===== src/lvds_rx_pkg.sv =====
// Purpose: Shared constants, types and decoders of the receive lane.
// Assumes: One system clock; both lane clocks arrive as plain inputs.
// Notes:   Register offsets are byte addresses on a 32-bit word port.

`default_nettype none

package lvds_rx_pkg;

	// ----------------------------------------------------------------
	// Register map
	// ----------------------------------------------------------------
	localparam int unsigned ADDR_W          = 4;
	localparam int unsigned DATA_W          = 32;
	localparam logic [3:0]  OFF_CTRL        = 4'h0;
	localparam logic [3:0]  OFF_STATUS      = 4'h4;
	localparam logic [3:0]  OFF_WORD        = 4'h8;
	localparam logic [3:0]  OFF_COUNT       = 4'hC;

	localparam int unsigned CTRL_DESER_BIT  = 0;
	localparam int unsigned CTRL_WIDTH_LSB  = 4;
	localparam int unsigned CTRL_CONN_LSB   = 8;
	localparam int unsigned CTRL_ODT_BIT    = 12;
	localparam int unsigned STAT_SLIP_BIT   = 0;
	localparam int unsigned STAT_PAD_BIT    = 1;

	localparam logic        RST_DESER       = 1'b1;
	localparam logic [3:0]  RST_WIDTH       = 4'h8;
	localparam logic        RST_ODT         = 1'b0;

	// ----------------------------------------------------------------
	// Lane geometry and timing
	// ----------------------------------------------------------------
	localparam int unsigned WORD_W          = 8;
	localparam logic [3:0]  MIN_WIDTH       = 4'h2;
	localparam logic [3:0]  MAX_WIDTH       = 4'h8;
	localparam logic [3:0]  COUNT_TOP       = 4'hF;
	localparam int unsigned ODT_OHMS        = 100;
	localparam int unsigned CLK_PERIOD_NS   = 40;

	typedef enum logic [1:0] {
		CONN_NORMAL,
		CONN_PLL_CLKIN,
		CONN_PLL_EXTFB
	} conn_e;

	// Out-of-range factors are pulled to the nearest legal one.
	function automatic logic [3:0] clamp_width(input logic [3:0] w);
		if (w < MIN_WIDTH)
			return MIN_WIDTH;
		if (w > MAX_WIDTH)
			return MAX_WIDTH;
		return w;
	endfunction

	function automatic logic [WORD_W-1:0] width_mask(input logic [3:0] w);
		logic [WORD_W-1:0] m;
		m = '0;
		for (int i = 0; i < WORD_W; i++)
			m[i] = (i < int'(w));
		return m;
	endfunction

endpackage

`default_nettype wire


===== src/lane_if.sv =====
// Purpose: Carries sampled lane events between control and shifter.
// Assumes: Both ends run on the same system clock.
// Notes:   Strobes are one-cycle pulses.
`timescale 1ns/1ns
`default_nettype none

interface lane_if;
	logic                          enable;
	logic [3:0]                    width;
	logic                          bit_rise;
	logic                          bit_value;
	logic                          word_rise;
	logic [lvds_rx_pkg::WORD_W-1:0] word;
	logic                          word_valid;
	logic                          slip;

	modport core (
		output enable, width, bit_rise, bit_value, word_rise,
		input  word, word_valid, slip
	);
	modport shifter (
		input  enable, width, bit_rise, bit_value, word_rise,
		output word, word_valid, slip
	);
endinterface

`default_nettype wire


===== src/lane_shifter.sv =====
// Purpose: Shifts serial bits and cuts them into aligned words.
// Assumes: Edge strobes come already synchronised and filtered.
// Notes:   The first word after enabling is flagged as slipped only if it carries other than width bits.
`timescale 1ns/1ns
`default_nettype none

module lane_shifter (
	input  wire logic clk,
	input  wire logic rst_n,
	lane_if.shifter   lane
);
	import lvds_rx_pkg::*;

	logic [WORD_W-1:0] shreg;
	logic [3:0]        bits_seen;

	// ----------------------------------------------------------------
	// Serial shift, newest bit in the low position
	// ----------------------------------------------------------------
	always_ff @(posedge clk) begin
		if (!rst_n)
			shreg <= '0;
		else if (lane.enable && lane.bit_rise)
			shreg <= {shreg[WORD_W-2:0], lane.bit_value};
	end

	// A bit arriving with the word edge belongs to the next word.
	always_ff @(posedge clk) begin
		if (!rst_n || !lane.enable)
			bits_seen <= 4'h0;
		else if (lane.word_rise)
			bits_seen <= lane.bit_rise ? 4'h1 : 4'h0;
		else if (lane.bit_rise && bits_seen != COUNT_TOP)
			bits_seen <= 4'(bits_seen + 4'h1);
	end

	// ----------------------------------------------------------------
	// Word capture on the word clock edge
	// ----------------------------------------------------------------
	always_ff @(posedge clk) begin
		if (!rst_n) begin
			lane.word       <= '0;
			lane.word_valid <= 1'b0;
			lane.slip       <= 1'b0;
		end else begin
			lane.word_valid <= lane.enable && lane.word_rise;
			// A bit count other than the factor means the word clock
			// is not the bit clock divided down as it should be.
			lane.slip <= lane.enable && lane.word_rise
				&& bits_seen != lane.width;
			if (lane.enable && lane.word_rise)
				lane.word <= shreg & width_mask(lane.width);
		end
	end
endmodule

`default_nettype wire


===== src/lvds_rx_lane.sv =====
// Purpose: One differential receive lane with register control.
// Assumes: Bit clock slower than a quarter of clk; pads sampled by clk.
// Notes:   Lane clocks are oversampled, not used as clocks.
`timescale 1ns/1ns
`default_nettype none

module lvds_rx_lane (
	input  wire logic                             clk,
	input  wire logic                             rst_n,
	input  wire logic                             diff_pad_positive,
	input  wire logic                             diff_pad_negative,
	input  wire logic                             serial_bit_clock,
	input  wire logic                             parallel_word_clock,
	input  wire logic [lvds_rx_pkg::ADDR_W-1:0]   reg_addr,
	input  wire logic [lvds_rx_pkg::DATA_W-1:0]   reg_wdata,
	input  wire logic                             reg_wr,
	input  wire logic                             reg_rd,
	output var  logic [lvds_rx_pkg::DATA_W-1:0]   reg_rdata,
	output var  logic [lvds_rx_pkg::WORD_W-1:0]   rx_word,
	output var  logic                             rx_word_valid,
	output var  logic                             alternate_bypass_out,
	output var  logic                             alt_to_pll_clkin,
	output var  logic                             alt_to_pll_extfb,
	output var  logic                             odt_enable
);
	import lvds_rx_pkg::*;

	localparam int unsigned PINS = 4;

	logic        deser_en;
	logic [3:0]  width_cfg;
	conn_e       conn;
	logic        odt_cfg;
	logic        slip_sticky;
	logic [15:0] word_count;
	logic [3:0]  pin_raw;
	logic [3:0]  pin_level;
	logic [3:0]  pin_rise;
	logic        pad_bit;
	logic        alt_mode;
	logic        ctrl_wr;
	logic        stat_wr;
	logic [1:0]  conn_code;

	lane_if lane ();

	// ----------------------------------------------------------------
	// Pin synchronisers
	// ----------------------------------------------------------------
	// Three stages; a level is taken only once stages two and three
	// agree, so a single metastable sample never counts as an edge.
	assign pin_raw = {parallel_word_clock, serial_bit_clock,
		diff_pad_negative, diff_pad_positive};

	genvar g;
	generate
		for (g = 0; g < PINS; g++) begin : sync_g
			logic s1;
			logic s2;
			logic s3;
			logic level;
			always_ff @(posedge clk) begin
				if (!rst_n) begin
					s1 <= 1'b0;
					s2 <= 1'b0;
					s3 <= 1'b0;
				end else begin
					s1 <= pin_raw[g];
					s2 <= s1;
					s3 <= s2;
				end
			end
			always_ff @(posedge clk) begin
				if (!rst_n)
					level <= 1'b0;
				else if (s2 == s3)
					level <= s3;
			end
			assign pin_level[g] = level;
			assign pin_rise[g]  = s2 && s3 && !level;
		end
	endgenerate

	// The receiver sees a one while the positive pad is above the
	// negative one; equal levels read as zero.
	assign pad_bit  = pin_level[0] && !pin_level[1];
	assign alt_mode = !deser_en && conn != CONN_NORMAL;

	// ----------------------------------------------------------------
	// Register writes
	// ----------------------------------------------------------------
	assign ctrl_wr   = reg_wr && reg_addr == OFF_CTRL;
	assign stat_wr   = reg_wr && reg_addr == OFF_STATUS;
	assign conn_code = reg_wdata[CTRL_CONN_LSB +: 2];

	always_ff @(posedge clk) begin
		if (!rst_n) begin
			deser_en  <= RST_DESER;
			width_cfg <= RST_WIDTH;
			odt_cfg   <= RST_ODT;
		end else if (ctrl_wr) begin
			deser_en  <= reg_wdata[CTRL_DESER_BIT];
			width_cfg <= clamp_width(
				reg_wdata[CTRL_WIDTH_LSB +: 4]);
			odt_cfg   <= reg_wdata[CTRL_ODT_BIT];
		end
	end

	// The unused route code falls back to plain receive.
	always_ff @(posedge clk) begin
		if (!rst_n)
			conn <= CONN_NORMAL;
		else if (ctrl_wr)
			conn <= (conn_code > 2'(CONN_PLL_EXTFB))
				? CONN_NORMAL : conn_e'(conn_code);
	end

	// A slip in the same cycle as its clear stays set.
	always_ff @(posedge clk) begin
		if (!rst_n)
			slip_sticky <= 1'b0;
		else if (lane.slip)
			slip_sticky <= 1'b1;
		else if (stat_wr && reg_wdata[STAT_SLIP_BIT])
			slip_sticky <= 1'b0;
	end

	always_ff @(posedge clk) begin
		if (!rst_n)
			word_count <= 16'h0000;
		else if (lane.word_valid)
			word_count <= 16'(word_count + 16'h0001);
	end

	// ----------------------------------------------------------------
	// Register reads
	// ----------------------------------------------------------------
	always_ff @(posedge clk) begin
		if (!rst_n) begin
			reg_rdata <= '0;
		end else begin
			reg_rdata <= '0;
			if (reg_rd) begin
				unique case (reg_addr)
					OFF_CTRL: begin
						reg_rdata[CTRL_DESER_BIT]       <= deser_en;
						reg_rdata[CTRL_WIDTH_LSB +: 4]  <= width_cfg;
						reg_rdata[CTRL_CONN_LSB +: 2]   <= conn;
						reg_rdata[CTRL_ODT_BIT]         <= odt_cfg;
					end
					OFF_STATUS: begin
						reg_rdata[STAT_SLIP_BIT] <= slip_sticky;
						reg_rdata[STAT_PAD_BIT]  <= pad_bit;
					end
					OFF_WORD:
						reg_rdata[WORD_W-1:0] <= rx_word;
					OFF_COUNT:
						reg_rdata[15:0] <= word_count;
					default:
						reg_rdata <= '0;
				endcase
			end
		end
	end

	// ----------------------------------------------------------------
	// Deserializer
	// ----------------------------------------------------------------
	assign lane.enable    = deser_en;
	assign lane.width     = width_cfg;
	assign lane.bit_rise  = pin_rise[2];
	assign lane.bit_value = pad_bit;
	assign lane.word_rise = pin_rise[3];

	lane_shifter u_shifter (
		.clk   (clk),
		.rst_n (rst_n),
		.lane  (lane)
	);

	// ----------------------------------------------------------------
	// Fabric side outputs
	// ----------------------------------------------------------------
	// In bypass the word is refreshed every cycle so the lane behaves
	// as a plain input; an alternate route takes the pad away from it.
	always_ff @(posedge clk) begin
		if (!rst_n) begin
			rx_word       <= '0;
			rx_word_valid <= 1'b0;
		end else if (deser_en) begin
			rx_word_valid <= lane.word_valid;
			if (lane.word_valid)
				rx_word <= lane.word;
		end else if (conn == CONN_NORMAL) begin
			rx_word       <= {{(WORD_W-1){1'b0}}, pad_bit};
			rx_word_valid <= 1'b1;
		end else begin
			rx_word       <= '0;
			rx_word_valid <= 1'b0;
		end
	end

	always_ff @(posedge clk) begin
		if (!rst_n) begin
			alternate_bypass_out <= 1'b0;
			alt_to_pll_clkin     <= 1'b0;
			alt_to_pll_extfb     <= 1'b0;
		end else begin
			alternate_bypass_out <= alt_mode && pad_bit;
			alt_to_pll_clkin <= alt_mode
				&& conn == CONN_PLL_CLKIN;
			alt_to_pll_extfb <= alt_mode
				&& conn == CONN_PLL_EXTFB;
		end
	end

	always_ff @(posedge clk) begin
		if (!rst_n)
			odt_enable <= 1'b0;
		else
			odt_enable <= odt_cfg;
	end
endmodule

`default_nettype wire


===== config.mk =====
export PLATFORM = sky130hd
export DESIGN_NAME = lvds_rx_lane
export DESIGN_NICKNAME = d
export VERILOG_FILES = /design/src/lvds_rx_pkg.sv /design/src/lane_if.sv /design/src/lane_shifter.sv /design/src/lvds_rx_lane.sv
export SDC_FILE = /design/constraint.sdc
export NUM_CORES = 1
export LEC_CHECK = 0
export BUFFER_PORTS_ARGS = -buffer_cell sky130_fd_sc_hd__buf_2
export CORE_MARGIN = 5
export CORE_UTILIZATION = 57
export DETAILED_ROUTE_END_ITERATION = 12
export GPL_TIMING_DRIVEN = 1
export PLACE_DENSITY = 0.92
export SYNTH_ARGS = -nofsm -noshare
export SYNTH_HDL_FRONTEND = slang
export SYNTH_HIERARCHICAL = 1
export SYNTH_SLANG_ARGS = --single-unit

===== constraint.sdc =====
create_clock -name clk -period 3.3 [get_ports clk]
set_input_delay 0.66 -clock clk [delete_from_list [all_inputs] [get_ports clk]]
set_output_delay 0.66 -clock clk [all_outputs]
set_load 0.05 [all_outputs]

### Word-level counts from Yosys, hierarchy flattened

Cells that the tools add are included.

| operators by class | value |
|---|---|
| reductions and logical operators | 29 |
| bitwise gates (word level) | 1 |
| eq/ne operators | 12 |
| $lt $le $gt $ge | 11 |
| muxes and demuxes | 28 |
| add/sub/neg operators | 2 |

Operators by type and width:

| operator | count |
|---|---|
| two-way mux 4 bit | 6 |
| adder 16 x 1 -> 16 bit, second input constant | 1 |
| logical AND 1 bit | 16 |
| less-than comparator 3 x 4 -> 1 bit, first input constant | 4 |
| two-way mux 8 bit | 2 |
| two-way mux 1 bit | 13 |
| one-hot mux 4 bit (3 select lines) | 1 |
| bitwise AND 8 bit | 1 |
| equality test 4 bit, second input constant | 2 |
| less-than comparator 1 x 4 -> 1 bit, first input constant | 2 |
| less-than comparator 2 x 4 -> 1 bit, first input constant | 2 |
| one-hot mux 2 bit (2 select lines) | 2 |
| nonzero test 2 bit | 3 |
| logical NOT 1 bit | 5 |
| adder 4 x 1 -> 4 bit, second input constant | 1 |
| equality test 1 bit | 4 |
| equality test 4 x 3 -> 1 bit, second input constant | 1 |
| > comparator 4 bit, second input constant | 1 |
| logical NOT 4 bit | 1 |
| less-than comparator 4 x 2 -> 1 bit, second input constant | 1 |
| inequality test 4 bit | 1 |
| inequality test 4 bit, second input constant | 1 |
| one-hot mux 1 bit (4 select lines) | 1 |
| one-hot mux 1 bit (3 select lines) | 1 |
| 10 further kinds | 10 |

| word-level totals | value |
|---|---|
| word-level logic and storage cells | 119 |
| input bits | 44 |
| output and inout bits | 45 |
| bits in registers | 108 |

### Longest topological paths before layout

Gate-level depths: netlist of run 1.

| depth | value |
|---|---|
| word-level depth | 9 |
| gate-level depth with buffers | 6 |
| mapped depth without buffers | 5 |

### Modules after synthesis

The synthesis of run 1 kept the hierarchy.

Modules (own cells, without submodules):

| module | cells each | instances | sequential area each (µm²) | area each (µm²) |
|---|---|---|---|---|
| lvds_rx_lane | 294 | 1 | 1401.3 | 2795.2 |
| lane_shifter | 111 | 1 | 440.4 | 965.9 |

### Worst setup path before layout of run 1

Ideal clock, no wire load.

| timing path | value |
|---|---|
| kind | input-to-reg |
| start point | input reg_addr[2] (netlist name) |
| end point | register width_cfg[1] (netlist: lane.width[1]) |
| arrival | 1.914 ns |
| cell stages on the path | 5 |
| library setup time | 0.070 ns |
| data required time | 3.230 ns |
| path slack | 1.316 ns |
| path buffers | 2 |
| cell sequence | buf_2 -> or4_1 -> buf_2 -> or4_1 -> a21oi_1 |

| between the ends | value |
|---|---|
| cells in the longest elaborated chain, start to end | 2 |

Ends and longest elaborated chain:

| item | RTL line | text |
|---|---|---|
| start, declared | lvds_rx_lane.sv:14 | `input wire logic [lvds_rx_pkg::ADDR_W-1:0] reg_addr,` |
| logical NOT 4 bit | lvds_rx_lane.sv:92 | `assign ctrl_wr = reg_wr && reg_addr == OFF_CTRL;` |
| logical AND 1 bit | lvds_rx_lane.sv:92 |  |
| end signal, assigned | lvds_rx_lane.sv:103 | `width_cfg <= clamp_width(` |
| end, declared | lvds_rx_lane.sv:31 | `logic [3:0] width_cfg;` |

No other way between the ends.
A chain may end at the register's enable or synchronous reset.

### Final worst setup path of run 1

| timing path | value |
|---|---|
| start point | input reg_addr[3] (netlist name) |
| end point | register width_cfg[1] (netlist: lane.width[1]) |

The elaborated chain is that of the path after synthesis.

==> metrics.txt, run 1 <==
# TYPE chip_impl_metric gauge
chip_impl_info{name="status",value="finished, final reports clean"} 1
chip_impl_metric{name="count_of_endpoints_failing_hold_in_the_final_timing_report",unit=""} 0
chip_impl_metric{name="grtUsageMet2",unit="%"} 33.1
chip_impl_metric{name="detailroute.via_count",unit=""} 3022
chip_impl_metric{name="final-max-slew-violation-count",unit=""} 0
chip_impl_metric{name="cp_slowest_stage_delay",unit="ns"} 0.65
chip_impl_metric{name="max_cap_violations",unit=""} 0
chip_impl_metric{name="netlist.area_leader.share",unit="%"} 49.0
chip_impl_info{name="postSynth.topFlopCell",value="sky130_fd_sc_hd__dfxtp_1"} 1
chip_impl_metric{name="cts_buffer_depth",unit=""} 2
chip_impl_metric{name="gates_resized_cts_repair",unit=""} 0
chip_impl_metric{name="ir_worst_vdd",unit="V"} 0.000332
chip_impl_metric{name="placement.cell_area",unit="sq um"} 3970
chip_impl_metric{name="rows",unit=""} 29
chip_impl_info{name="crit_type",value="input port to flop"} 1
chip_impl_metric{name="post_drt_via_cell_ratio",unit=""} 5.75
chip_impl_metric{name="cell_variety_after_synth",unit=""} 47
chip_impl_metric{name="period_minus_slack",unit="ns"} 1.91
chip_impl_metric{name="yosys_warnings",unit=""} 6
chip_impl_metric{name="placedCellCount",unit=""} 510
chip_impl_metric{name="postLayoutCoreUtil",unit="%"} 65.5
chip_impl_metric{name="final-instance-count-excl-fill",unit=""} 526
chip_impl_metric{name="via_count_of_the_first_global_routing_pass",unit=""} 2798
chip_impl_metric{name="synth.cell_area",unit="sq um"} 3760
chip_impl_info{name="synth_largest_area_cell",value="sky130_fd_sc_hd__dfxtp_1"} 1
chip_impl_metric{name="final.setup_skew",unit="ns"} 0.00687
chip_impl_metric{name="track_usage",unit="%"} 19.0
chip_impl_metric{name="report.final.setup_viol",unit=""} 0
chip_impl_metric{name="floorplan.initialDensity",unit="%"} 58.9
chip_impl_info{name="critical_path.most_common_cell",value="sky130_fd_sc_hd__or4_1"} 1
chip_impl_info{name="netlist_top_cells_count",value="sky130_fd_sc_hd__dfxtp_1 (92), sky130_fd_sc_hd__nand2_1 (34), sky130_fd_sc_hd__nand3_1 (29)"} 1
chip_impl_metric{name="cts_num_sinks",unit=""} 92
chip_impl_metric{name="dieArea",unit="sq um"} 8320
chip_impl_metric{name="numPortBuffers",unit=""} 48
chip_impl_metric{name="gp_congestion",unit=""} 0.807
chip_impl_metric{name="fin_tns_setup",unit="ns"} 0
chip_impl_metric{name="postSynthRegisterBits",unit=""} 92
chip_impl_metric{name="asyncSetResetFlopFracSynth",unit="%"} 0
chip_impl_metric{name="first_iter_violations",unit=""} 248
chip_impl_metric{name="clkLatencyLatePin",unit="ns"} 0.35
chip_impl_metric{name="grt_first_pass_wirelength",unit="um"} 12900
chip_impl_metric{name="worst_slew_pin_slew",unit="ns"} 0.802
chip_impl_info{name="worstSetupEndpointType",value="flop"} 1
chip_impl_metric{name="layout-drive-gt1-share",unit="%"} 16.7
chip_impl_metric{name="max_slew_margin",unit="%"} 46.5
chip_impl_metric{name="grt_max_degree",unit=""} 30
chip_impl_metric{name="synth_edf_count",unit=""} 0
chip_impl_info{name="cp_cell_sequence",value="buf_2 -> or4_1 -> or4_1 -> a21oi_1"} 1
chip_impl_metric{name="htree_levels",unit=""} 3
chip_impl_metric{name="arrival",unit="ns"} 2.19
chip_impl_metric{name="core-area",unit="sq um"} 6390
chip_impl_metric{name="fillCellCount",unit=""} 497
chip_impl_metric{name="area_delta_synth_final",unit="%"} 11.2
chip_impl_info{name="hold_path.class",value="flop to flop"} 1
chip_impl_metric{name="power.density_cell_area",unit="nW/um^2"} 490
chip_impl_info{name="crit_slowest_cell",value="sky130_fd_sc_hd__or4_1"} 1
chip_impl_metric{name="endpoint_required_time_on_the_critical_path",unit="ns"} 3.57
chip_impl_metric{name="post-cts-setup-buffer-count",unit=""} 0
chip_impl_metric{name="cts_hold_repair.buffers",unit=""} 0
chip_impl_metric{name="floorplan.io_pins",unit=""} 89
chip_impl_metric{name="globalRoute.totalOverflow",unit=""} 0
chip_impl_metric{name="syn_avg_cell_area",unit="sq um"} 9.29
chip_impl_metric{name="drt_pass1_iterations",unit=""} 5
chip_impl_metric{name="antenna_found_initial",unit=""} 0
chip_impl_metric{name="antenna_cells_inserted",unit=""} 0
chip_impl_info{name="grt-busiest-layer",value="met2"} 1
chip_impl_metric{name="cts_made_buffers",unit=""} 9
chip_impl_metric{name="routed_wire_length_per_instance",unit="um"} 15.2
chip_impl_metric{name="use_met1",unit="%"} 22.2
chip_impl_metric{name="grt_util_met3",unit="%"} 4.13
chip_impl_metric{name="final.period_utilization",unit="%"} 57.9
chip_impl_info{name="synth_most_common_cell",value="sky130_fd_sc_hd__dfxtp_1"} 1
chip_impl_info{name="ctsRootBufferMaster",value="sky130_fd_sc_hd__clkbuf_8"} 1
chip_impl_metric{name="fp.dieW",unit="um"} 91.2
chip_impl_info{name="critPathLaunchType",value="input port"} 1
chip_impl_metric{name="totalWireLength",unit="um"} 7980
chip_impl_metric{name="die_h",unit="um"} 91.2
chip_impl_metric{name="p_leak",unit="nW"} 1.58
chip_impl_metric{name="fmax",unit="GHz"} 0.523
chip_impl_metric{name="drc",unit=""} 0
chip_impl_metric{name="cts_clock_pin_slew_for_the_worst_setup_and_hold_paths",unit="ns"} 0.08
chip_impl_metric{name="dp_hpwl",unit="um"} 5680
chip_impl_metric{name="finish.instance_area",unit="sq um"} 4180
chip_impl_metric{name="synthCells",unit=""} 405
chip_impl_info{name="rsz0062_at_grt",value="no"} 1
chip_impl_info{name="cts_tree",value="done"} 1
chip_impl_metric{name="finalNetCount",unit=""} 492
chip_impl_metric{name="critical_path.max_fanout",unit=""} 16
chip_impl_metric{name="antenna_left",unit=""} 0
chip_impl_metric{name="seq_area_frac_synth",unit="%"} 49.0
chip_impl_info{name="top_cells_by_area_synth",value="sky130_fd_sc_hd__dfxtp_1 (49%), sky130_fd_sc_hd__mux2i_1 (4.3%), sky130_fd_sc_hd__nand3_1 (3.9%)"} 1
[cells by family (layout without fill, tap and decap cells)]
group,Yosys count,in the layout,synth area share (%)
fa+ha+maj,4,4,1.33
compound gates,77,77,13.2
simple gates,153,153,21.3
mux,23,23,6.65
xor+xnor,8,8,1.86
other cells,1,16,0.0997
buf+inv,47,76,6.59
flops,92,92,49.0
[report_power, final]
| part | switching, mW | internal (mW) | leakage, nW |
|---|---|---|---|
| sequential | 0.00633 | 1.12 | 0.743 |
| clock | 0.370 | 0.447 | 0.107 |
| combinational | 0.0843 | 0.0263 | 0.730 |
[flip-flops by register name, summed over array words and instances, names as in the netlist, 2 cells and up]
signal,cells
sync_g.level,4
conn,2
lane.width,4
reg_rdata,16
u_shifter/shreg,8
u_shifter/bits_seen,4
word_count,16
u_shifter/lane.word,8
sync_g.s1,4
sync_g.s2,4
rx_word,8
sync_g.s3,4
[layout make-up]
class | instances | area (sq um) | area share, %
Clock buffer | 12 | 145 | 3.47
Clock inverter | 4 | 72.6 | 1.73
Inverter | 8 | 30.0 | 0.718
Multi-Input combinational cell | 281 | 1730 | 41.3
Sequential cell | 92 | 1840 | 44.0
Tap cell | 77 | 96.3 | 2.30
Timing Repair Buffer | 52 | 270 | 6.46
[metal layers]
layer  vias to the layer above  routed length (um)
met4                         0                 130
met3                        13                 509
met5                         -                   0
li1                       1473                   -
met1                      1430                3200
met2                       106                4140
[cells in the final DEF, fill, tap and decap left out, types with 10 or more instances in the layout]
cell type / instances
sky130_fd_sc_hd__nand3_1: 29
sky130_fd_sc_hd__nor2_1: 24
sky130_fd_sc_hd__o21ai_0: 16
sky130_fd_sc_hd__and2_1: 18
sky130_fd_sc_hd__clkbuf_8: 10
sky130_fd_sc_hd__mux2i_1: 16
sky130_fd_sc_hd__dfxtp_1: 92
sky130_fd_sc_hd__nand2_1: 34
sky130_fd_sc_hd__buf_2: 48
sky130_fd_sc_hd__a21boi_0: 11
sky130_fd_sc_hd__a21oi_1: 22
sky130_fd_sc_hd__conb_1: 16
[final timing paths]
check / cells past startpoint / from / slack [ns] / to
setup / recovery: 4 / reg_addr[3] / 1.39 / lane.width[1]$_SDFFE_PN0P_
hold / removal: 1 / sync_g[1].s1$_SDFF_PN0_ / 0.44 / sync_g[1].s2$_SDFF_PN0_
setup reg to reg: 3 / word_count[3]$_SDFFE_PN0P_ / 1.48 / word_count[10]$_SDFFE_PN0P_
hold reg to reg: 1 / sync_g[1].s1$_SDFF_PN0_ / 0.44 / sync_g[1].s2$_SDFF_PN0_
[through the flow]
stage / hold WS (ns) / worst slack [ns] / power [mW]
detailed placement: 0.419 / 1.06 / 1.26
CTS: 0.439 / 1.42 / 2.06
floorplan: 0.412 / 1.32 / 1.25
finish: 0.436 / 1.39 / 2.05
global placement: 0.414 / 1.09 / 1.26
global route: 0.456 / 1.38 / 2.12
[worst max-delay path, delay by kind of cell]
| family | cells | cell delay (ns) |
|---|---|---|
| buffers and inverters | 1 | 0.20 |
| AO/OA/AOI/OAI | 1 | 0.15 |
| AND/OR/NAND/NOR | 2 | 1.17 |
Power figures use the tool's default switching activity.
==> run 2, diff against run 1 <==
CORE_UTILIZATION = 53   (was 57)
PLACE_DENSITY = 0.87   (was 0.92)
clock period = 1.9 ns   (was 3.3 ns; I/O delays follow)
==> run 2 against run 1 <==
First-iteration DRC count down 19%; via count hardly changed; clock power is 55% higher; register-to-register slack got worse by 1.3 ns; combinational power increased by 84%; worst setup slack worse by 1.2 ns; critical path type is now flop to flop; largest power group unchanged.
==> metrics.txt, run 2 (same netlist as run 1, synthesis figures left out) <==
# TYPE chip_impl_metric gauge
chip_impl_metric{name="fmax",unit="GHz"} 0.586
chip_impl_metric{name="worstPathBufferInverterCount",unit=""} 0
chip_impl_metric{name="cts_clock_pin_slew_for_the_worst_setup_and_hold_paths",unit="ns"} 0.08
chip_impl_metric{name="p_leak",unit="nW"} 1.61
chip_impl_metric{name="count_of_endpoints_failing_hold_in_the_final_timing_report",unit=""} 0
chip_impl_info{name="crit_type",value="flop to flop"} 1
chip_impl_metric{name="placement.cell_area",unit="sq um"} 4070
chip_impl_info{name="ctsRootBufferMaster",value="sky130_fd_sc_hd__clkbuf_8"} 1
chip_impl_metric{name="ir_worst_vdd",unit="V"} 0.000498
chip_impl_metric{name="power.total",unit="mW"} 3.43
chip_impl_metric{name="final.period_utilization",unit="%"} 89.8
chip_impl_metric{name="clkLatencyLatePin",unit="ns"} 0.36
chip_impl_metric{name="max_cap_violations",unit=""} 0
chip_impl_metric{name="max_slew_margin",unit="%"} 64.5
chip_impl_info{name="hold_path.class",value="input port to flop"} 1
chip_impl_metric{name="drt_pass1_iterations",unit=""} 4
chip_impl_metric{name="first_iter_violations",unit=""} 200
chip_impl_metric{name="via_count_of_the_first_global_routing_pass",unit=""} 2862
chip_impl_metric{name="final.setup_skew",unit="ns"} 0.00805
chip_impl_metric{name="layout-drive-gt1-share",unit="%"} 18.1
chip_impl_metric{name="gates_resized_cts_repair",unit=""} 0
chip_impl_metric{name="htree_levels",unit=""} 3
chip_impl_metric{name="postLayoutCoreUtil",unit="%"} 61.9
chip_impl_metric{name="placedCellCount",unit=""} 539
chip_impl_metric{name="grt_first_pass_wirelength",unit="um"} 13200
chip_impl_metric{name="cts_hold_repair.buffers",unit=""} 0
chip_impl_metric{name="numPortBuffers",unit=""} 48
chip_impl_metric{name="cts_num_sinks",unit=""} 92
chip_impl_info{name="worstSetupEndpointType",value="flop"} 1
chip_impl_metric{name="antenna_cells_inserted",unit=""} 0
chip_impl_metric{name="grt_max_degree",unit=""} 22
chip_impl_metric{name="track_usage",unit="%"} 18.8
chip_impl_metric{name="layout.area.seq",unit="sq um"} 1840
chip_impl_info{name="crit_slowest_cell",value="sky130_fd_sc_hd__nor2b_1"} 1
chip_impl_info{name="critPathLaunchType",value="flop"} 1
chip_impl_metric{name="floorplan.io_pins",unit=""} 89
chip_impl_metric{name="cp_slowest_stage_delay",unit="ns"} 0.45
chip_impl_metric{name="dp_hpwl",unit="um"} 5750
chip_impl_metric{name="area_delta_synth_final",unit="%"} 13.0
chip_impl_metric{name="core-area",unit="sq um"} 6870
chip_impl_info{name="status",value="finished, final reports clean"} 1
chip_impl_metric{name="post-cts-setup-buffer-count",unit=""} 0
chip_impl_metric{name="final-instance-count-excl-fill",unit=""} 555
chip_impl_metric{name="totalWireLength",unit="um"} 7880
chip_impl_metric{name="finish.instance_area",unit="sq um"} 4250
chip_impl_info{name="cts_tree",value="done"} 1
chip_impl_metric{name="cts_made_buffers",unit=""} 9
chip_impl_metric{name="power.density_cell_area",unit="nW/um^2"} 807
chip_impl_metric{name="gp_congestion",unit=""} 0.809
chip_impl_metric{name="detailroute.via_count",unit=""} 3021
chip_impl_info{name="final_common_cell",value="sky130_fd_sc_hd__dfxtp_1"} 1
chip_impl_info{name="cp_cell_sequence",value="ha_1 -> nor2b_1 -> and2_1 -> nand2_1 -> a41oi_1"} 1
chip_impl_metric{name="multi_input_comb_area",unit="sq um"} 1730
chip_impl_metric{name="fillCellCount",unit=""} 580
chip_impl_info{name="critPathTopFamily",value="simple AND/OR/NAND/NOR gates"} 1
chip_impl_metric{name="antenna_found_initial",unit=""} 0
chip_impl_metric{name="die_h",unit="um"} 94.2
chip_impl_metric{name="worst_slew_pin_slew",unit="ns"} 0.532
chip_impl_info{name="rsz0062_at_grt",value="no"} 1
chip_impl_metric{name="final-max-slew-violation-count",unit=""} 0
chip_impl_metric{name="dieArea",unit="sq um"} 8880
chip_impl_metric{name="cts_buffer_depth",unit=""} 2
chip_impl_metric{name="antenna_left",unit=""} 0
chip_impl_metric{name="arrival",unit="ns"} 1.99
chip_impl_metric{name="hold_slack",unit="ns"} 0.218
chip_impl_metric{name="globalRoute.totalOverflow",unit=""} 0
chip_impl_metric{name="fp.dieW",unit="um"} 94.2
chip_impl_metric{name="routed_wire_length_per_instance",unit="um"} 14.2
chip_impl_metric{name="fin_tns_setup",unit="ns"} 0
chip_impl_metric{name="post-place-ws",unit="ns"} 0.0000123
chip_impl_info{name="registers_with_the_highest_flip_flop_counts",value="reg_rdata: 16 flops, word_count: 16 flops"} 1
chip_impl_metric{name="rows",unit=""} 30
chip_impl_metric{name="floorplan.initialDensity",unit="%"} 54.8
chip_impl_metric{name="post-route-worst-setup-slack",unit="ns"} 0.194
chip_impl_metric{name="report.final.setup_viol",unit=""} 0
chip_impl_metric{name="finalNetCount",unit=""} 502
chip_impl_metric{name="critical_path.max_fanout",unit=""} 8
chip_impl_metric{name="period_minus_slack",unit="ns"} 1.71
chip_impl_metric{name="endpoint_required_time_on_the_critical_path",unit="ns"} 2.19
chip_impl_metric{name="post_drt_via_cell_ratio",unit=""} 5.44
chip_impl_metric{name="drc",unit=""} 0
chip_impl_info{name="most_frequent_cells_in_the_layout",value="sky130_fd_sc_hd__dfxtp_1 (92), sky130_fd_sc_hd__buf_2 (48), sky130_fd_sc_hd__nand2_1 (34)"} 1
## run 2: area by class of cell
| class | count | area share [%] |
|---|---|---|
| clock buffers | 13 | 3.27 |
| clock inverters | 3 | 1.12 |
| inverters | 8 | 0.706 |
| multi-input cells | 281 | 40.6 |
| flip-flops and latches | 92 | 43.3 |
| well taps | 96 | 2.83 |
| repair buffers | 62 | 8.12 |
## run 2: path summary, 6_finish.rpt
| check | cells after the start | from | slack, ns | to |
|---|---|---|---|---|
| max | 5 | sync_g[3].s3$_SDFF_PN0_ | 0.19 | u_shifter/lane.slip$_SDFF_PN0_ |
| min | 2 | parallel_word_clock | 0.22 | sync_g[3].s1$_SDFF_PN0_ |
| max reg2reg | 5 | sync_g[3].s3$_SDFF_PN0_ | 0.19 | u_shifter/lane.slip$_SDFF_PN0_ |
| min reg2reg | 1 | sync_g[0].s1$_SDFF_PN0_ | 0.44 | sync_g[0].s2$_SDFF_PN0_ |
## run 2: report_power, final
part / switching (mW) / internal (mW)
clock network: 0.659 / 0.616
logic: 0.149 / 0.0550
registers: 0.00971 / 1.94
total: 0.818 / 2.61
## run 2: layer usage
layer  GRT usage (%)  up-vias  wire, um
met2            32.6       95      4020
met3            3.61       14       510
met4            9.63        0       150
met1            22.0     1420      3200
li1                -     1492         -
met5               0        -         0
